## config.mk

```make
export PLATFORM = sky130hd
export DESIGN_NAME = serial_port
export DESIGN_NICKNAME = d
export VERILOG_FILES = /design/src/pkg/serial_port_pkg.sv /design/src/rtl/sync_2ff.sv /design/src/rtl/serial_port.sv
export SDC_FILE = /design/constraint.sdc
export NUM_CORES = 1
export LEC_CHECK = 0
export BUFFER_PORTS_ARGS = -buffer_cell sky130_fd_sc_hd__buf_2
export CAP_MARGIN = 20
export CORE_MARGIN = 5
export CORE_UTILIZATION = 45
export CTS_CLUSTER_DIAMETER = 60
export DETAILED_ROUTE_END_ITERATION = 10
export PLACE_DENSITY_LB_ADDON = 0.08
export SLEW_MARGIN = 20
export SYNTH_ARGS = -nofsm -noshare
export SYNTH_HDL_FRONTEND = slang
export SYNTH_SLANG_ARGS = --single-unit
```

## constraint.sdc

```tcl
create_clock -name clk_i -period 3.07 [get_ports clk_i]
set_clock_uncertainty 0.2 [all_clocks]
set_input_delay 0.307 -clock clk_i [delete_from_list [all_inputs] [get_ports clk_i]]
set_output_delay 0.307 -clock clk_i [all_outputs]
set_load 0.02 [all_outputs]
```

## src/pkg/serial_port_pkg.sv

```systemverilog
// Constants, field layouts and state codes of the serial port block.
// Assumes a single system clock; the shift rates count in its cycles.
//
// Functional notes
// RULE1 - Buffer writes load transmit data; reads return receive buffer.
// RULE2 - Shift mode: data both ways on receive pin, clock on transmit pin.
// RULE3 - Shift mode frames are eight bits, least significant bit first.
// RULE4 - Shift rate is clock/12 with speed select 0, clock/4 with 1.
// RULE5 - Fast rate: data one clock before falling edge, clock low two clocks.
// RULE6 - Slow rate: data three clocks before fall, clock low six clocks.
// RULE7 - Any serial_buffer write starts a transmission of all eight bits; a write while a start is still pending replaces its data instead.
// RULE8 - Synchronous transmit done flag set in the phase after the last bit.
// RULE9 - Shift receive starts if enabled, flag clear; latch at clock rise.
// RULE10 - External device changes receive data at shift clock falling edge.
// RULE11 - Receive flag set after last rise; no reception until cleared.
// RULE12 - Async frame: start 0, eight data bits LSB first, stop 1.
// RULE13 - Async bit rate is timer overflow rate divided by 16 or 32.
// RULE14 - Async transmit bits follow divide-by-16 rollovers, not the write.
// RULE15 - Async transmit flag set as the stop bit starts, tenth rollover after write.
// RULE16 - Receiver samples at 16x bit rate; falling edge resets its counter.
// RULE17 - Each received bit is a 2-of-3 vote of states eight, nine, ten; the code votes counter values 7, 8 and 9.
// RULE18 - A start bit voted as 1 aborts reception; edge search resumes.
// RULE19 - Frame kept only if flag clear and speed select 0 or stop 1.
// RULE20 - Accepted stop bit is stored in ninth_received_bit with the data.
// RULE21 - After mid stop bit the receiver watches again for a falling edge.
// RULE22 - Async transmit pin idles high between frames.

package serial_port_pkg;

	// ----------------------------------------
	// Register map (byte addresses)
	// ----------------------------------------
	localparam logic [7:0] ADDR_SERIAL_CONTROL = 8'h00;
	localparam logic [7:0] ADDR_SERIAL_BUFFER = 8'h04;
	localparam logic [7:0] ADDR_BAUD_CONTROL = 8'h08;

	// ----------------------------------------
	// Reset values and word transfer size
	// ----------------------------------------
	localparam logic [7:0] SERIAL_CONTROL_RST = 8'h00;
	localparam logic [7:0] BAUD_RELOAD_RST = 8'h00;
	localparam logic [2:0] HSIZE_WORD = 3'h2;

	// ----------------------------------------
	// Synchronous mode timing, in clock cycles
	// ----------------------------------------
	localparam logic [3:0] M0_SLOW_PERIOD = 4'hc;
	localparam logic [3:0] M0_SLOW_LEAD = 4'h3;
	localparam logic [3:0] M0_SLOW_LOW = 4'h6;
	localparam logic [3:0] M0_FAST_PERIOD = 4'h4;
	localparam logic [3:0] M0_FAST_LEAD = 4'h1;
	localparam logic [3:0] M0_FAST_LOW = 4'h2;
	localparam logic [2:0] M0_LAST_BIT = 3'h7;

	// ----------------------------------------
	// Asynchronous mode counts
	// ----------------------------------------
	localparam logic [3:0] DIV16_LAST = 4'hf;
	localparam logic [3:0] VOTE_FIRST = 4'h7;
	localparam logic [3:0] VOTE_LAST = 4'h9;
	localparam logic [3:0] FRAME_LAST = 4'h9;

	// Serial control layout, bit 7 down to bit 0
	typedef struct packed {
		logic async_mode;
		logic spare6;
		logic multiproc_speed_select;
		logic receive_enable;
		logic spare3;
		logic ninth_received_bit;
		logic transmit_done_flag;
		logic receive_done_flag;
	} serial_control_t;

	typedef enum logic [1:0] {
		M0_IDLE = 2'b00,
		M0_TX = 2'b01,
		M0_RX = 2'b10
	} m0_state_t;

	typedef enum logic {
		R_HUNT = 1'b0,
		R_BITS = 1'b1
	} rx1_state_t;

endpackage

```

## src/rtl/sync_2ff.sv

```systemverilog
// Two-flop synchroniser for levels entering from outside the clock domain.
// Assumes the input changes slowly relative to the clock.

module sync_2ff #(
	parameter int WIDTH = 1
) (
	// Clock and reset
	input wire logic clk_i,
	input wire logic rst_i,
	// Level in and out
	input wire logic [WIDTH-1:0] d_i,
	output logic [WIDTH-1:0] q_o
);

	logic [WIDTH-1:0] meta_r;

	always_ff @(posedge clk_i) begin
		if (rst_i) begin
			meta_r <= '1;
			q_o <= '1;
		end else begin
			meta_r <= d_i;
			q_o <= meta_r;
		end
	end

endmodule

```

## src/rtl/serial_port.sv

```systemverilog
// Serial port with synchronous shift mode and asynchronous 10-bit mode,
// registers on an AHB-Lite slave.
// Assumes a single clock; the receive pin arrives from outside the domain.

module serial_port
(
	// Clock and reset
	input wire logic clk_i,
	input wire logic rst_i,
	// AHB-Lite slave
	input wire logic hsel_i,
	input wire logic [31:0] haddr_i,
	input wire logic [1:0] htrans_i,
	input wire logic hwrite_i,
	input wire logic [2:0] hsize_i,
	input wire logic [31:0] hwdata_i,
	input wire logic hready_i,
	output logic [31:0] hrdata_o,
	output logic hreadyout_o,
	output logic hresp_o,
	// Serial pins
	input wire logic rxd_i,
	output logic rxd_o,
	output logic rxd_oe_o,
	output logic txd_o
);

	import serial_port_pkg::*;

	// ----------------------------------------
	// Declarations
	// ----------------------------------------
	serial_control_t serial_control_r;
	logic [7:0] tx_data_r, rx_buf_r, reload_r, wr_addr_r;
	logic half_rate_r, tx_pend_r, wr_pend_r, rxd_s, take;
	logic [31:0] rdata_r;
	logic wr_serial_control, wr_serial_buffer, wr_baud, m0_take, m1_take, ti_set, ri_set;
	m0_state_t m0_state_r;
	logic [3:0] m0_phase_r, m0_period, m0_lead, m0_rise, m0_nph;
	logic [2:0] m0_bit_r;
	logic [7:0] m0_shift_r;
	logic m0_sclk_r, m0_out_r, m0_oe_r, m0_ti_r, m0_ri_r;
	logic [7:0] ovf_cnt_r;
	logic half_r, ovf, tick16, tx_roll, tx1_busy_r, tx1_line_r, m1_ti_r;
	logic [3:0] tx_div_r, tx1_cnt_r;
	logic [9:0] tx1_frame_r;
	rx1_state_t rx1_state_r;
	logic [3:0] rx_div_r, rx_bit_r;
	logic [1:0] votes_r;
	logic [7:0] rx1_shift_r, m1_data_r;
	logic rxd_prev_r, fall, vote, vote_now, m1_acc_r, m1_stop_r;

	// ----------------------------------------
	// Pin synchroniser
	// ----------------------------------------
	sync_2ff #(.WIDTH(1)) u_rxd_sync (
		.clk_i(clk_i), .rst_i(rst_i), .d_i(rxd_i), .q_o(rxd_s)
	);

	// ----------------------------------------
	// AHB-Lite slave
	// ----------------------------------------
	// Zero wait states, always OKAY
	assign hreadyout_o = 1'b1;
	assign hresp_o = 1'b0;
	assign hrdata_o = rdata_r;
	assign take = hsel_i & hready_i & htrans_i[1];

	always_ff @(posedge clk_i) begin
		if (rst_i) begin
			wr_pend_r <= 1'b0;
			wr_addr_r <= 8'h00;
		end else begin
			wr_pend_r <= take & hwrite_i & (hsize_i == HSIZE_WORD);
			wr_addr_r <= haddr_i[7:0];
		end
	end

	assign wr_serial_control = wr_pend_r & (wr_addr_r == ADDR_SERIAL_CONTROL);
	assign wr_serial_buffer = wr_pend_r & (wr_addr_r == ADDR_SERIAL_BUFFER);
	assign wr_baud = wr_pend_r & (wr_addr_r == ADDR_BAUD_CONTROL);

	// Read data sampled in the address phase; unmapped reads give zero
	always_ff @(posedge clk_i) begin
		if (rst_i) begin
			rdata_r <= 32'h0000_0000;
		end else if (take & ~hwrite_i) begin
			case (haddr_i[7:0])
				ADDR_SERIAL_CONTROL: rdata_r <= {24'h00_0000, serial_control_r};
				ADDR_SERIAL_BUFFER: rdata_r <= {24'h00_0000, rx_buf_r}; // [RULE1]
				ADDR_BAUD_CONTROL: rdata_r <= {23'h00_0000, half_rate_r, reload_r};
				default: rdata_r <= 32'h0000_0000;
			endcase
		end
	end

	// ----------------------------------------
	// Registers
	// ----------------------------------------
	assign ti_set = m0_ti_r | m1_ti_r;
	assign ri_set = m0_ri_r | m1_acc_r;

	// Hardware set wins over a software clear in the same cycle
	always_ff @(posedge clk_i) begin
		if (rst_i) begin
			serial_control_r <= SERIAL_CONTROL_RST;
		end else begin
			if (wr_serial_control) begin
				serial_control_r <= hwdata_i[7:0];
			end
			if (ti_set) begin
				serial_control_r.transmit_done_flag <= 1'b1;
			end
			if (ri_set) begin
				serial_control_r.receive_done_flag <= 1'b1;
			end
			if (m1_acc_r) begin
				serial_control_r.ninth_received_bit <= m1_stop_r; // [RULE20]
			end
		end
	end

	always_ff @(posedge clk_i) begin
		if (rst_i) begin
			reload_r <= BAUD_RELOAD_RST;
			half_rate_r <= 1'b0;
		end else if (wr_baud) begin
			reload_r <= hwdata_i[7:0];
			half_rate_r <= hwdata_i[8];
		end
	end

	// Transmit register; a new write overrides a pending start
	always_ff @(posedge clk_i) begin
		if (rst_i) begin
			tx_data_r <= 8'h00;
			tx_pend_r <= 1'b0;
		end else if (wr_serial_buffer) begin
			tx_data_r <= hwdata_i[7:0]; // [RULE1]
			tx_pend_r <= 1'b1; // [RULE7]
		end else if (m0_take | m1_take) begin
			tx_pend_r <= 1'b0;
		end
	end

	always_ff @(posedge clk_i) begin
		if (rst_i) begin
			rx_buf_r <= 8'h00;
		end else if (m0_ri_r) begin
			rx_buf_r <= m0_shift_r;
		end else if (m1_acc_r) begin
			rx_buf_r <= m1_data_r; // [RULE20]
		end
	end

	// ----------------------------------------
	// Synchronous shift mode
	// ----------------------------------------
	assign m0_period = serial_control_r.multiproc_speed_select ? M0_FAST_PERIOD
		: M0_SLOW_PERIOD; // [RULE4]
	assign m0_lead = serial_control_r.multiproc_speed_select ? M0_FAST_LEAD : M0_SLOW_LEAD;
	assign m0_rise = m0_lead + (serial_control_r.multiproc_speed_select ? M0_FAST_LOW
		: M0_SLOW_LOW);
	assign m0_nph = m0_phase_r + 4'h1;
	assign m0_take = (m0_state_r == M0_IDLE) & ~serial_control_r.async_mode
		& tx_pend_r;

	always_ff @(posedge clk_i) begin
		if (rst_i) begin
			m0_state_r <= M0_IDLE;
			m0_phase_r <= 4'h0;
			m0_bit_r <= 3'h0;
			m0_shift_r <= 8'h00;
			m0_sclk_r <= 1'b1;
			m0_out_r <= 1'b1;
			m0_oe_r <= 1'b0;
			m0_ti_r <= 1'b0;
			m0_ri_r <= 1'b0;
		end else begin
			m0_ti_r <= 1'b0;
			m0_ri_r <= 1'b0;
			case (m0_state_r)
				M0_IDLE: begin
					m0_sclk_r <= 1'b1;
					m0_phase_r <= 4'h0;
					m0_bit_r <= 3'h0;
					if (m0_take) begin
						m0_state_r <= M0_TX; // [RULE7]
						m0_shift_r <= tx_data_r;
						m0_out_r <= tx_data_r[0]; // [RULE3]
						m0_oe_r <= 1'b1; // [RULE2]
					end else if (~serial_control_r.async_mode & serial_control_r.receive_enable
						& ~serial_control_r.receive_done_flag & ~m0_ri_r) begin
						m0_state_r <= M0_RX; // [RULE9] [RULE11]
						m0_oe_r <= 1'b0;
					end
				end
				M0_TX, M0_RX: begin
					// Clock low from lead to rise within each bit
					if (m0_nph == m0_period) begin
						m0_phase_r <= 4'h0;
						m0_sclk_r <= 1'b1;
						if (m0_bit_r == M0_LAST_BIT) begin
							m0_state_r <= M0_IDLE;
							m0_oe_r <= 1'b0;
							m0_ti_r <= (m0_state_r == M0_TX); // [RULE8]
							m0_ri_r <= (m0_state_r == M0_RX); // [RULE11]
						end else begin
							m0_bit_r <= m0_bit_r + 3'h1;
							if (m0_state_r == M0_TX) begin
								m0_shift_r <= {1'b0, m0_shift_r[7:1]};
								m0_out_r <= m0_shift_r[1]; // [RULE3]
							end
						end
					end else begin
						m0_phase_r <= m0_nph;
						m0_sclk_r <= ~((m0_nph >= m0_lead)
							& (m0_nph < m0_rise)); // [RULE5] [RULE6]
						// Latch as the clock goes back high
						if ((m0_state_r == M0_RX) & (m0_nph == m0_rise)) begin
							m0_shift_r <= {rxd_s, m0_shift_r[7:1]}; // [RULE9]
						end
					end
				end
				default: begin
					m0_state_r <= M0_IDLE;
					m0_oe_r <= 1'b0;
				end
			endcase
		end
	end

	// ----------------------------------------
	// Baud ticks for the asynchronous mode
	// ----------------------------------------
	// Overflow every reload+1 clocks stands in for the timer
	assign ovf = (ovf_cnt_r == 8'h00);
	assign tick16 = ovf & (~half_rate_r | half_r); // [RULE13]

	always_ff @(posedge clk_i) begin
		if (rst_i) begin
			ovf_cnt_r <= BAUD_RELOAD_RST;
			half_r <= 1'b0;
		end else if (ovf) begin
			ovf_cnt_r <= reload_r;
			half_r <= ~half_r;
		end else begin
			ovf_cnt_r <= ovf_cnt_r - 8'h01;
		end
	end

	// ----------------------------------------
	// Asynchronous transmitter
	// ----------------------------------------
	// Free-running, so the start bit waits for the next rollover
	assign tx_roll = tick16 & (tx_div_r == DIV16_LAST);
	assign m1_take = serial_control_r.async_mode & tx_roll & ~tx1_busy_r & tx_pend_r;

	always_ff @(posedge clk_i) begin
		if (rst_i) begin
			tx_div_r <= 4'h0;
		end else if (tick16) begin
			tx_div_r <= tx_div_r + 4'h1;
		end
	end

	always_ff @(posedge clk_i) begin
		if (rst_i) begin
			tx1_frame_r <= 10'h3ff;
			tx1_cnt_r <= 4'h0;
			tx1_busy_r <= 1'b0;
			tx1_line_r <= 1'b1;
			m1_ti_r <= 1'b0;
		end else begin
			m1_ti_r <= 1'b0;
			if (m1_take) begin
				tx1_frame_r <= {1'b1, tx_data_r, 1'b0}; // [RULE12]
				tx1_line_r <= 1'b0; // [RULE14]
				tx1_cnt_r <= 4'h1;
				tx1_busy_r <= 1'b1;
			end else if (tx1_busy_r & tx_roll) begin
				tx1_line_r <= tx1_frame_r[tx1_cnt_r]; // [RULE14]
				tx1_cnt_r <= tx1_cnt_r + 4'h1;
				if (tx1_cnt_r == FRAME_LAST) begin
					tx1_busy_r <= 1'b0;
					m1_ti_r <= 1'b1; // [RULE15]
				end
			end else if (~tx1_busy_r) begin
				tx1_line_r <= 1'b1; // [RULE22]
			end
		end
	end

	// ----------------------------------------
	// Asynchronous receiver
	// ----------------------------------------
	assign fall = tick16 & rxd_prev_r & ~rxd_s;
	assign vote_now = tick16 & (rx_div_r == VOTE_LAST);
	assign vote = (votes_r[1] & votes_r[0]) | (votes_r[1] & rxd_s)
		| (votes_r[0] & rxd_s); // [RULE17]

	always_ff @(posedge clk_i) begin
		if (rst_i) begin
			rxd_prev_r <= 1'b1;
		end else if (tick16) begin
			rxd_prev_r <= rxd_s; // [RULE16]
		end
	end

	always_ff @(posedge clk_i) begin
		if (rst_i) begin
			rx1_state_r <= R_HUNT;
			rx_div_r <= 4'h0;
			rx_bit_r <= 4'h0;
			votes_r <= 2'b00;
			rx1_shift_r <= 8'h00;
			m1_acc_r <= 1'b0;
			m1_data_r <= 8'h00;
			m1_stop_r <= 1'b0;
		end else begin
			m1_acc_r <= 1'b0;
			case (rx1_state_r)
				R_HUNT: begin
					if (fall & serial_control_r.async_mode & serial_control_r.receive_enable) begin
						rx1_state_r <= R_BITS;
						rx_div_r <= 4'h0; // [RULE16]
						rx_bit_r <= 4'h0;
					end
				end
				R_BITS: begin
					if (tick16) begin
						rx_div_r <= rx_div_r + 4'h1;
						if ((rx_div_r >= VOTE_FIRST) & (rx_div_r < VOTE_LAST)) begin
							votes_r <= {votes_r[0], rxd_s}; // [RULE17]
						end
					end
					if (vote_now) begin
						rx_bit_r <= rx_bit_r + 4'h1;
						if (rx_bit_r == 4'h0) begin
							if (vote) begin
								rx1_state_r <= R_HUNT; // [RULE18]
							end
						end else if (rx_bit_r == FRAME_LAST) begin
							// Mid stop bit: decide, then hunt again
							rx1_state_r <= R_HUNT; // [RULE21]
							m1_data_r <= rx1_shift_r;
							m1_stop_r <= vote;
							m1_acc_r <= ~serial_control_r.receive_done_flag
								& (~serial_control_r.multiproc_speed_select | vote); // [RULE19]
						end else begin
							rx1_shift_r <= {vote, rx1_shift_r[7:1]}; // [RULE12]
						end
					end
				end
				default: rx1_state_r <= R_HUNT;
			endcase
		end
	end

	// ----------------------------------------
	// Pin drive
	// ----------------------------------------
	assign txd_o = serial_control_r.async_mode ? tx1_line_r : m0_sclk_r; // [RULE2]
	assign rxd_o = m0_out_r;
	assign rxd_oe_o = m0_oe_r & ~serial_control_r.async_mode;

endmodule

```

# Word-level counts from Yosys, hierarchy flattened
# Index checks and enable logic that the tools add are counted.
# W data, S select, Z words.
# totals
wordCells	234
out_inout_bits	37
inputBits	75
reg_bits	158
# op_classes
magnitude_cmp	5
reduce_logical	28
n_mux	64
n_addsub	8
n_eq_ne	27
bitwise	57
# ops
operator	count
$mux W8	8
$and A1 B1 Y1	32
$mux W1	30
$pmux W9 S3	1
$logic_not A8 Y1	3
$pmux W4 S2	3
$add A4 B1 Y4 const B	5
$mux W4	5
$not A1 Y1	18
$eq A4 B4 Y1 const B	4
$eq A8 B3 Y1 const B	2
$eq A8 B4 Y1 const B	2
$pmux W8 S2	1
$reduce_bool A2 Y1	8
$ne A2 B2 Y1 const B	7
$mux W3	4
$mux W2	5
$reduce_and A5 Y1	2
$ne A3 B3 Y1 const B	3
$reduce_and A3 Y1	3
$eq A4 B4 Y1	2
$pmux W1 S2	4
$reduce_and A4 Y1	2
$sub A8 B1 Y8 const B	1
other kinds (24)	34

# Depth between registers and ports, before layout
# Gate-level depths: netlist (run 1).
# depth
depth_word	10
depth_mapped	9
depth_no_buf	9

# Hierarchy
# Synthesis (run 1) repeated with hierarchy kept, for this count alone.
# unflattened
hier_cells	711
area_unflattened_um2	6321.1
# by_module_without_submodules
module	n_inst	area_each_um2	seq_area_each_um2	cells_each
serial_port	1	6268.5	2642.5	707
sync_2ff	1	52.6	40.0	4

# Worst setup path after synthesis (run 1)
# No wires, ideal clock.
# synth_timing
kind	register -> register
from	register ovf_cnt_r[0]
to	register rx_bit_r[2]
t_required_ps	2800
stages_incl_launch_ff	9
n_path_buf	2
synth_period_minus_slack_ps	2475
arrival_ps	2204
setup_time_ps	70
path_slack_ps	595
cell_sequence	dfxtp_1 -> inv_1 -> ha_1 -> or3b_1 -> clkbuf_1 -> or3_1 -> buf_2 -> or4_1 -> a21oi_1
# synth_via
elab_chain_len	8
word_cells_on_any_way	10
classes_between	eq/ne (2); bitwise (6); reduce/logical (2)
# synth_rtl
element	line	text
from (decl)	serial_port.sv:43	logic [7:0] ovf_cnt_r;
from (signal assigned)	serial_port.sv:245	ovf_cnt_r <= reload_r;
from (signal assigned)	serial_port.sv:248	ovf_cnt_r <= ovf_cnt_r - 8'h01;
$logic_not A8 Y1 *	serial_port.sv:237	assign ovf = (ovf_cnt_r == 8'h00);
$and A1 B1 Y1 *	serial_port.sv:238	assign tick16 = ovf & (~half_rate_r | half_r);
$and A1 B1 Y1 (2 in a row)	serial_port.sv:297	assign fall = tick16 & rxd_prev_r & ~rxd_s;
$and A1 B1 Y1 (2 in a row)	serial_port.sv:324	if (fall & serial_control_r.async_mode & serial_control_r.receive_enable) begin
$ne A2 B2 Y1 (no line)	--	
$reduce_and A2 Y1 (no line) *	--	
to (signal assigned)	serial_port.sv:338	rx_bit_r <= rx_bit_r + 4'h1;
to (decl)	serial_port.sv:48	logic [3:0] rx_div_r, rx_bit_r;
# Every way passes the cells marked *; elsewhere a longest branch is shown, timed or not.
# A chain may end at the register's enable or synchronous reset.

# Final worst setup path (run 1)
# layout_timing
from	register m0_phase_r[0]
to	register m0_shift_r[7]
# layout_via
elab_chain_len	5
word_cells_on_any_way	10
classes_between	add/sub (1); eq/ne (5); mux (2); bitwise (1); reduce/logical (1)
# layout_rtl
element	line	text
from (decl)	serial_port.sv:39	logic [3:0] m0_phase_r, m0_period, m0_lead, m0_rise, m0_nph;
from (signal assigned)	serial_port.sv:216	m0_phase_r <= m0_nph;
$add A4 B1 Y4 *	serial_port.sv:164	assign m0_nph = m0_phase_r + 4'h1;
$eq A4 B4 Y1	serial_port.sv:220	if ((m0_state_r == M0_RX) & (m0_nph == m0_rise)) begin
$and A1 B1 Y1	serial_port.sv:220	
$ne A3 B3 Y1 (no line)	--	
$reduce_and A5 Y1 (no line)	--	
to (signal assigned)	serial_port.sv:189	m0_shift_r <= tx_data_r;
to (signal assigned)	serial_port.sv:211	m0_shift_r <= {1'b0, m0_shift_r[7:1]};
to (signal assigned)	serial_port.sv:221	m0_shift_r <= {rxd_s, m0_shift_r[7:1]};
to (decl)	serial_port.sv:41	logic [7:0] m0_shift_r;
# Marked as above.

==> results.py, run 1 <==
metrics = {
    "status": {
        "status": "complete, no violations",
    },
    "power_and_ir_drop": {
        "ir_drop_mv": 0.3639,
        "p_leak_nw": 3.010,
        "p_per_area_nw_per_um2": 634.3,
    },
    "global_route": {
        "top_usage_layer": "met2",
        "grtUsageMet2": 0.2870,
        "grt_max_degree": 65,
        "grt_antenna_before_repair": 0,
        "grt_pass1_vias": 4419,
        "grt_pass1_wl_um": 22430,
        "grt_util_all_layers": 0.1747,
        "met1_usage": 0.2269,
        "grt_util_met3": 0.04657,
        "gr-total-overflow": 0,
    },
    "drt": {
        "antenna_left": 0,
        "dr.pass1.iters": 4,
        "post_drt_wl_per_cell_um": 15.06,
        "wl_um": 13600,
        "viasPerCell": 5.126,
        "drt-initial-drc-count": 227,
        "remaining_drc_errors": 0,
        "via_count": 4629,
    },
    "cells_and_area": {
        "fill_cells": 1237,
        "drive_above_1_share": 0.1362,
        "antenna_cells": 0,
        "seq_area_sq_um": 2683,
        "area_growth_pct": 17.78,
        "multiInputGateArea_sq_um": 3105,
        "final_common_cell": "dfxtp_1",
        "final_cell_mix": "134 x dfxtp_1, 97 x nor2_1, 69 x mux2i_1, 48 x nand2_1",
        "design_area_sq_um": 7152,
        "num-nets-final": 809,
    },
    "placed_design": {
        "place.gp.congestion": 0.7942,
        "place_area_sq_um": 6345,
        "io_buffers": 38,
        "hpwlAfterDp_um": 9553,
    },
    "worst_setup_path": {
        "arrival_ps": 2860,
        "crit_path_cell_trace": "nand3_1 > xor2_1 > inv_1 > ha_1 > nand3b_1 > nand2_1 > o2111ai_2 > a211o_1 > nor3b_1",
        "start_kind": "flip-flop",
        "critPathSlowestCell": "dfxtp_1",
        "critPathTopFamily": "compound AO/OA/AOI/OAI gates",
        "cp_num_buf_inv": 1,
        "cp_data_required_time_ps": 3160,
        "crit_type": "reg -> reg",
        "max_stage_delay_ps": 420,
        "reg2reg_slack_ps": 290,
        "end_kind": "flip-flop",
        "path_max_fanout": 9,
    },
    "yosys": {
        "ys_warn_count": 0,
        "synth_area_sq_um": 6072,
        "yosysUniqueCellTypes": 60,
        "async_flop_share": 0,
        "ys.flop_type": "dfxtp_1",
        "ys_seq_area_frac": 0.4418,
        "synth_edf_count": 0,
        "synth_area_per_cell_sq_um": 9.131,
        "synth-seq-cells": 134,
        "syn_inst": 665,
    },
    "sta": {
        "max_freq_ghz": 0.3604,
        "fin_crit_sh": 0.9039,
        "slew_violations": 0,
        "max_slew.worst_pin.slew_ps": 672.5,
        "fin_setup_tns_ps": 0,
        "min_period_ps": 2775,
        "relSlewSlack": 0.5516,
        "rsz0062_at_grt": "false",
        "hold_viol": 0,
        "setup_viol": 0,
    },
    "die": {
        "core-area_sq_um": 13240,
        "dieArea_sq_um": 15920,
        "io_pins": 112,
        "die_w_um": 126.2,
        "die_h_um": 126.2,
        "num_rows": 42,
        "initial_utilization": 0.4585,
    },
    "clock_network": {
        "cts_buffers": 17,
        "ctsLongestPathBuffers": 2,
        "root_buffer": "clkbuf_16",
        "cts_setup_buffers": 0,
        "clock_latency_ps": 410,
        "path_clk_slew_ps": 60,
        "clock-sinks": 134,
        "htreeDepth": 4,
        "cts_tree": "yes",
    },
    "min_path": {
        "hp-class": "in -> reg",
    },
    "flow_run": {
        "cap_viol_max_count": 0,
    },
}
## cell usage after synthesis (3+ instances only)
library cell | number | area, sq um
dfxtp_1 | 134 | 2683
nor2_1 | 97 | 364.1
mux2i_1 | 69 | 690.7
nand2_1 | 48 | 180.2
a21oi_1 | 37 | 185.2
clkbuf_1 | 30 | 112.6
buf_4 | 25 | 187.7
o21ai_0 | 20 | 100.1
ha_1 | 18 | 225.2
inv_1 | 18 | 67.56
nor2b_1 | 15 | 93.84
nand3b_1 | 13 | 97.59
nor3_1 | 12 | 60.06
nand3_1 | 10 | 50.05
mux2_2 | 9 | 101.4
nand4_1 | 9 | 56.30
xor2_1 | 8 | 70.07
a22o_1 | 6 | 52.55
a211oi_1 | 5 | 37.54
o21ai_1 | 5 | 25.02
and2_1 | 4 | 25.02
and3_1 | 4 | 25.02
nand2b_1 | 4 | 25.02
nand4b_1 | 4 | 35.03
xnor2_1 | 4 | 35.03
a211o_1 | 3 | 26.28
buf_2 | 3 | 15.01
nor4b_1 | 3 | 26.28
o31ai_1 | 3 | 22.52
or2_2 | 3 | 18.77
or3_1 | 3 | 18.77
or4_1 | 3 | 22.52
## worst paths after layout
| check | endpoint | depth (start not counted) | start |
|---|---|---|---|
| max reg2reg | m0_shift_r[7] | 9 | m0_phase_r[0] |
| min reg2reg | u_rxd_sync.q_o | 1 | u_rxd_sync.meta_r |
| min | tx_data_r[1] | 3 | hwdata_i[1] |
| max | m0_shift_r[7] | 9 | m0_phase_r[0] |
## where the power goes
group | internal [mW] | total [mW] | switching (mW) | leakage [nW]
clock network | 1.41 | 2.14 | 0.727 | 0.301
registers | 1.81 | 1.86 | 0.0515 | 1.08
logic | 0.206 | 0.542 | 0.336 | 1.62
## repair_timing
item,CTS,global route
hold endpoints to repair,26,0
hold buffers,18,0
resized for setup,0,1
setup endpoints to repair,0,1
## cell type report
type / count / area share
Clock buffer: 21 / 0.06578
Clock inverter: 9 / 0.02099
Inverter: 18 / 0.009447
Multi-Input combinational cell: 478 / 0.4342
Sequential cell: 134 / 0.3751
Tap cell: 176 / 0.03079
Timing Repair Buffer: 67 / 0.06368
## cells by family after synthesis
logic type                 share of synthesized area
adders and majority gates                    0.03874
and+or+nand+nor                               0.2036
DFF                                           0.4418
xor gates and xnor gates                     0.01731
AOI/OAI and AO/OA                            0.09644
muxes                                         0.1379
buffers and inverters                        0.06305
other                                       0.001237
## per-stage QoR
step,worst slack [ps],instances,hold WS [ps],util,total power [mW]
CTS,259.4,903,16.20,0.5396,4.578
global route,40.62,903,53.78,0.5401,4.744
floorplan,595.5,688,189.5,-,2.302
detailed placement,276.1,855,197.6,0.4791,2.416
global placement,316.2,855,195.8,0.4791,2.406
finish,295.0,903,42.08,0.5401,4.536
## routing by layer
layer  wire, um  share of wire
met3        424          0.031
met1       6356           0.47
met5          0              0
met4        130         0.0096
met2       6691           0.49
## tightest hold or removal path, delay by kind of cell
family | cells | cell delay (ps)
buffers and inverters | 1 | 140
and+or+nand+nor | 1 | 90
muxes | 1 | 80
(Power assumes the default switching activity.)
==> run 2, diff against run 1 <==
Settings changed: MAX_ROUTING_LAYER set to met4, SYNTH_HIERARCHICAL set to 1.
==> run 2 against run 1 <==
Sequential share of layout area shrank 0.90 points. Hold slack gained 15 ps. Sequential cell count is the same. Clock power shrank 7%. Routed wire length grew 13%. Count of clock-buffer cells in the layout shrank 2. Design area grew 2.4%. Sequential power is essentially flat. Non-clock buffer count grew 1. Combinational power grew 20%.
==> results.py, run 2 <==
metrics = {
    "sta": {
        "max_slew.worst_pin.slew_ps": 755.3,
        "rsz0062_at_grt": "false",
        "hold_viol": 0,
        "hold_slack_ps": 57.21,
        "fin_setup_tns_ps": 0,
        "setup_viol": 0,
        "fin_crit_sh": 0.8834,
        "slew_violations": 0,
        "min_period_ps": 2712,
        "relSlewSlack": 0.4965,
        "max_freq_ghz": 0.3687,
    },
    "cells_and_area": {
        "num-nets-final": 847,
        "final_util": 0.5299,
        "area_growth_pct": 15.91,
        "design_area_sq_um": 7327,
        "drive_above_1_share": 0.1294,
        "final_common_cell": "dfxtp_1",
        "final_cells": 945,
        "final_cell_mix": "134 x dfxtp_1, 77 x nor2_1, 52 x a21oi_1, 52 x mux2i_1, 46 x nand3_1",
        "antenna_cells": 0,
    },
    "drt": {
        "post_drt_wl_per_cell_um": 16.28,
        "via_count": 5154,
        "drt-initial-drc-count": 237,
        "viasPerCell": 5.454,
        "antenna_left": 0,
        "remaining_drc_errors": 0,
        "wl_um": 15390,
        "dr.pass1.iters": 4,
    },
    "worst_setup_path": {
        "startpoint": "m0_phase_r[0]",
        "start_kind": "flip-flop",
        "critPathSlowestCell": "or4_1",
        "arrival_ps": 2820,
        "cp_num_buf_inv": 0,
        "crit_type": "reg -> reg",
        "r2r_end": "m0_shift_r[7]",
        "cp-endpoint": "m0_shift_r[7]",
        "path_max_fanout": 8,
        "max_stage_delay_ps": 470,
        "cp_data_required_time_ps": 3180,
        "critPathTopFamily": "simple AND/OR/NAND/NOR gates",
        "reg2reg_depth": 7,
        "r2r_start": "m0_phase_r[0]",
        "crit_path_cell_trace": "nand3_1 > xnor2_1 > ha_1 > nand2_1 > or4_1 > a31o_1 > mux2_1",
        "end_kind": "flip-flop",
        "cp.depth": 7,
        "reg2reg_slack_ps": 360,
    },
    "yosys": {
        "ys_warn_count": 6,
        "synth_edf_count": 0,
        "synth_area_per_cell_sq_um": 8.890,
        "ys_seq_area_frac": 0.4244,
        "syn_inst": 711,
        "yosys-top-cells-count": "134 x dfxtp_1, 77 x nor2_1, 52 x a21oi_1, 52 x mux2i_1, 46 x nand3_1",
        "synthTopCellsByArea": "dfxtp_1 42%, mux2i_1 8.2%, nor2_1 4.6%, a21oi_1 4.1%, nand3_1 3.6%",
        "ys.flop_type": "dfxtp_1",
        "async_flop_share": 0,
        "yosysUniqueCellTypes": 68,
        "yosysTopAreaCell": "dfxtp_1",
        "yosys.cell_count.top_type": "dfxtp_1",
        "synth_area_sq_um": 6321,
        "synth-seq-cells": 134,
        "synth_top_area_frac": 0.4244,
    },
    "power_and_ir_drop": {
        "p_switching_mw": 1.231,
        "seqPwrFrac": 0.415,
        "combPwrFrac": 0.144,
        "clkPwrFrac": 0.441,
        "p_leak_nw": 2.871,
        "ir_drop_mv": 0.3264,
        "p_sw_frac": 0.2726,
        "p_int_mw": 3.284,
        "p_per_area_nw_per_um2": 616.2,
    },
    "clock_network": {
        "ctsLongestPathBuffers": 2,
        "htreeDepth": 4,
        "clock-sinks": 134,
        "path_clk_slew_ps": 60,
        "cts_tree": "yes",
        "cts_resized": 0,
        "cts_buffers": 17,
        "root_buffer": "clkbuf_16",
        "clock_latency_ps": 420,
    },
    "global_route": {
        "grt_util_all_layers": 0.1971,
        "grt_pass1_vias": 5052,
        "grt_pass1_wl_um": 25190,
        "gr-total-overflow": 0,
        "grt_max_degree": 70,
        "grt_antenna_before_repair": 0,
    },
    "status": {
        "status": "complete, no violations",
    },
    "min_path": {
        "hp-class": "in -> reg",
        "hold_depth": 2,
    },
    "die": {
        "die_w_um": 128.5,
        "initial_utilization": 0.4572,
        "io_pins": 112,
        "die_h_um": 128.5,
        "num_rows": 43,
        "dieArea_sq_um": 16520,
        "core-area_sq_um": 13830,
    },
    "placed_design": {
        "io_buffers": 38,
        "place_area_sq_um": 6568,
        "dp.cells": 897,
        "hpwlAfterDp_um": 10920,
        "place.gp.congestion": 0.8866,
    },
    "flow_run": {
        "cap_viol_max_count": 0,
    },
}
-- run 2: worst min-delay path by stage --
stage	from	to	slack (ps)
6_report	haddr_i[3]	wr_addr_r[3]	60
5_1_grt	haddr_i[3]	wr_addr_r[3]	80
4_1_cts	haddr_i[3]	wr_addr_r[3]	40
3_5_place_dp	u_rxd_sync/meta_r	u_rxd_sync/q_o	210
3_3_place_gp	u_rxd_sync/meta_r	u_rxd_sync/q_o	210
2_1_floorplan	u_rxd_sync/meta_r	u_rxd_sync/q_o	190
-- run 2: power by group through the flow --
stage	Combinational, mW	Sequential (mW)	Clock (mW)
2_1_floorplan	0.501	1.89	0
3_3_place_gp	0.629	1.91	0
3_5_place_dp	0.637	1.91	0
4_1_cts	0.656	1.87	2.04
5_1_grt	0.730	1.88	2.12
6_report	0.650	1.87	1.99
-- run 2: final cells by class --
cell class / count / area [sq um]
sequential: 134 / 2683
fill: 1292 / 6500
tap: 180 / 225.2
clock buffer: 19 / 452.9
clock inverter: 11 / 126.4
multi-input combinational: 516 / 3313
timing repair buffer: 68 / 462.9
inverter: 17 / 63.81
-- run 2: metrics by stage --
step | worst slack (ps) | power, mW
after floorplan | 576.9 | 2.388
after global placement | 414.5 | 2.537
after detailed placement | 378.4 | 2.549
after CTS | 367.3 | 4.568
after global routing | 239.1 | 4.731
final | 357.8 | 4.515
-- run 2: worst reg2reg max path, delay by kind of cell, from the launching register on --
kind | cells | cell delay [ps]
mux | 1 | 370
xor+xnor | 1 | 180
flops | 1 | 440
fa+ha+maj | 1 | 360
simple gates | 3 | 660
compound gates | 1 | 400
-- run 2: metal layers --
metal,vias up,wire (um),global-route usage
li1,2570,-,-
met3,28,526,0.03778
met1,2459,7150,0.2472
met4,0,411,0.08709
met2,97,7297,0.3098
met5,-,0,-
-- run 2: logic make-up (layout without fill, tap and decap cells) --
group / Yosys count / after routing / synth area share
adders and majority gates: 19 / 19 / 0.03721
muxes: 64 / 64 / 0.1055
DFF: 134 / 134 / 0.4244
other: 2 / 25 / 0.001188
AOI/OAI and AO/OA: 152 / 152 / 0.1510
xor gates and xnor gates: 8 / 8 / 0.01108
buffers and inverters: 84 / 115 / 0.06611
and+or+nand+nor: 248 / 248 / 0.2035
-- run 2: what timing repair did --
action	4_1_cts	5_1_grt
hold endpoints to repair	26	0
buffers inserted	0	0
endpoints found under the setup margin	0	0
hold buffers	18	0
==> run 3, diff against run 2 <==
Settings changed: GPL_TIMING_DRIVEN set to 0, SLEW_MARGIN 20 to 5.
==> run 3 against run 2 <==
Global-route usage grew 2.0 points. Register-to-register slack improved by 30 ps. Via count increased by 4.7%. Final cell count is 6.2% higher. Sequential cell count unchanged. Fmax is 1.1% higher. First-iteration DRC count increased by 76%. Routed wire length is 12% higher. Design area rose by 4.3%. Critical path type unchanged.
==> results.py, run 3 (synthesized netlist as in run 2, its figures left out) <==
metrics = {
    "die": {
        "num_rows": 43,
        "core-area_sq_um": 13830,
        "die_h_um": 128.5,
        "io_pins": 112,
        "die_w_um": 128.5,
        "initial_utilization": 0.4572,
        "dieArea_sq_um": 16520,
    },
    "clock_network": {
        "cts_buffers": 17,
        "ctsLongestPathBuffers": 2,
        "clock_latency_ps": 430,
        "path_clk_slew_ps": 60,
        "clock-sinks": 134,
        "cts_tree": "yes",
        "root_buffer": "clkbuf_16",
        "htreeDepth": 4,
    },
    "global_route": {
        "grt_pass1_vias": 5179,
        "grt_pass1_wl_um": 27170,
        "grt_util_all_layers": 0.2173,
        "grt_max_degree": 17,
        "grt_antenna_before_repair": 0,
        "gr-total-overflow": 0,
    },
    "worst_setup_path": {
        "r2r_end": "m0_shift_r[7]",
        "path_max_fanout": 8,
        "crit_type": "reg -> reg",
        "max_stage_delay_ps": 470,
        "r2r_start": "m0_phase_r[0]",
        "start_kind": "flip-flop",
        "arrival_ps": 2800,
        "critPathSlowestCell": "or4_1",
        "end_kind": "flip-flop",
        "reg2reg_slack_ps": 390,
        "cp_data_required_time_ps": 3180,
        "crit_path_cell_trace": "nand3_1 > xnor2_1 > ha_1 > nand2_1 > or4_1 > a31o_1 > buf_2 > mux2_1",
        "reg2reg_depth": 8,
    },
    "min_path": {
        "hp-class": "in -> reg",
        "holdPathEnd": "hrdata_o[6]",
        "holdCritStartpoint": "haddr_i[3]",
        "hold_depth": 4,
    },
    "drt": {
        "dr.pass1.iters": 5,
        "antenna_left": 0,
        "via_count": 5398,
        "post_drt_wl_per_cell_um": 17.10,
        "drt-initial-drc-count": 418,
        "remaining_drc_errors": 0,
        "wl_um": 17170,
        "viasPerCell": 5.376,
    },
    "power_and_ir_drop": {
        "p_per_area_nw_per_um2": 611.3,
        "p_leak_nw": 3.044,
        "combPwrFrac": 0.150,
        "seqPwrFrac": 0.399,
        "p_int_mw": 3.394,
        "clkPwrFrac": 0.452,
        "p_switching_mw": 1.277,
        "p_sw_frac": 0.2734,
        "ir_drop_mv": 0.4236,
    },
    "sta": {
        "slew_violations": 0,
        "min_period_ps": 2682,
        "hold_viol": 0,
        "setup_viol": 0,
        "fin_crit_sh": 0.8736,
        "fin_setup_tns_ps": 0,
        "max_slew.worst_pin.slew_ps": 859.6,
        "max_freq_ghz": 0.3729,
        "relSlewSlack": 0.4225,
        "hold_slack_ps": 142.3,
        "rsz0062_at_grt": "false",
    },
    "cells_and_area": {
        "final_util": 0.5526,
        "final_cells": 1004,
        "num-nets-final": 904,
        "final_common_cell": "dfxtp_1",
        "drive_above_1_share": 0.1456,
        "area_growth_pct": 20.88,
        "final_cell_mix": "134 x dfxtp_1, 77 x nor2_1, 52 x a21oi_1, 52 x mux2i_1, 46 x nand3_1",
        "antenna_cells": 0,
    },
    "placed_design": {
        "io_buffers": 38,
        "dp.cells": 952,
        "place.gp.congestion": 0.8684,
        "hpwlAfterDp_um": 12520,
    },
    "status": {
        "status": "complete, no violations",
    },
    "flow_run": {
        "cap_viol_max_count": 0,
    },
}
## run 3: power by group through the flow
stage               registers [mW]  clock network [mW]  logic [mW]
CTS                           1.86                2.14       0.692
global route                  1.87                2.23       0.775
global placement              1.90                   0       0.664
floorplan                     1.89                   0       0.501
detailed placement            1.90                   0       0.670
finish                        1.86                2.11       0.698
## run 3: worst max path at each step
stage / start / endpoint
after floorplan: m0_phase_r[1] / m0_shift_r[0]
after global placement: m0_phase_r[1] / m0_shift_r[0]
after detailed placement: m0_phase_r[1] / m0_shift_r[7]
after CTS: m0_phase_r[1] / m0_shift_r[7]
after global routing: m0_phase_r[0] / m0_shift_r[7]
final: m0_phase_r[0] / m0_shift_r[7]
## run 3: through the flow
step | cell area [sq um] | setup WS (ps) | power [mW]
global placement | 6823 | 414.1 | 2.559
floorplan | 6407 | 576.9 | 2.388
CTS | 7641 | 383.4 | 4.693
global route | 7641 | 245.1 | 4.876
finish | 7641 | 388.1 | 4.671
detailed placement | 6823 | 391.3 | 2.569
## run 3: repair_timing
item                                   in CTS  in global routing
setup endpoints to repair                   0                  0
resized for setup                           0                  0
hold buffers                               20                  0
endpoints found under the hold margin      24                  0
buffers inserted                            0                  0
## run 3: layout make-up
class                           instances  area [sq um]
Inverter                               17         63.81
Fill cell                            1292          6186
Clock inverter                         12         151.4
Tap cell                              180         225.2
Timing Repair Buffer                   58         390.4
Sequential cell                       134          2683
Buffer                                 67         354.1
Clock buffer                           20         466.7
Multi-Input combinational cell        516          3307
## run 3: routing by layer
metal | track usage | routed length, um | vias up
li1 | - | - | 2688
met1 | 0.2737 | 7820 | 2545
met2 | 0.3515 | 8219 | 144
met3 | 0.05147 | 857 | 21
met4 | 0.05868 | 272 | 0
met5 | - | 0 | -
## run 3: worst max-delay path: cells and delay by family (launching register included)
family | cells | cell delay, ps
mux | 1 | 330
xor+xnor | 1 | 190
compound gates | 1 | 230
simple gates | 3 | 650
flops | 1 | 430
fa+ha+maj | 1 | 360
buf+inv | 1 | 200
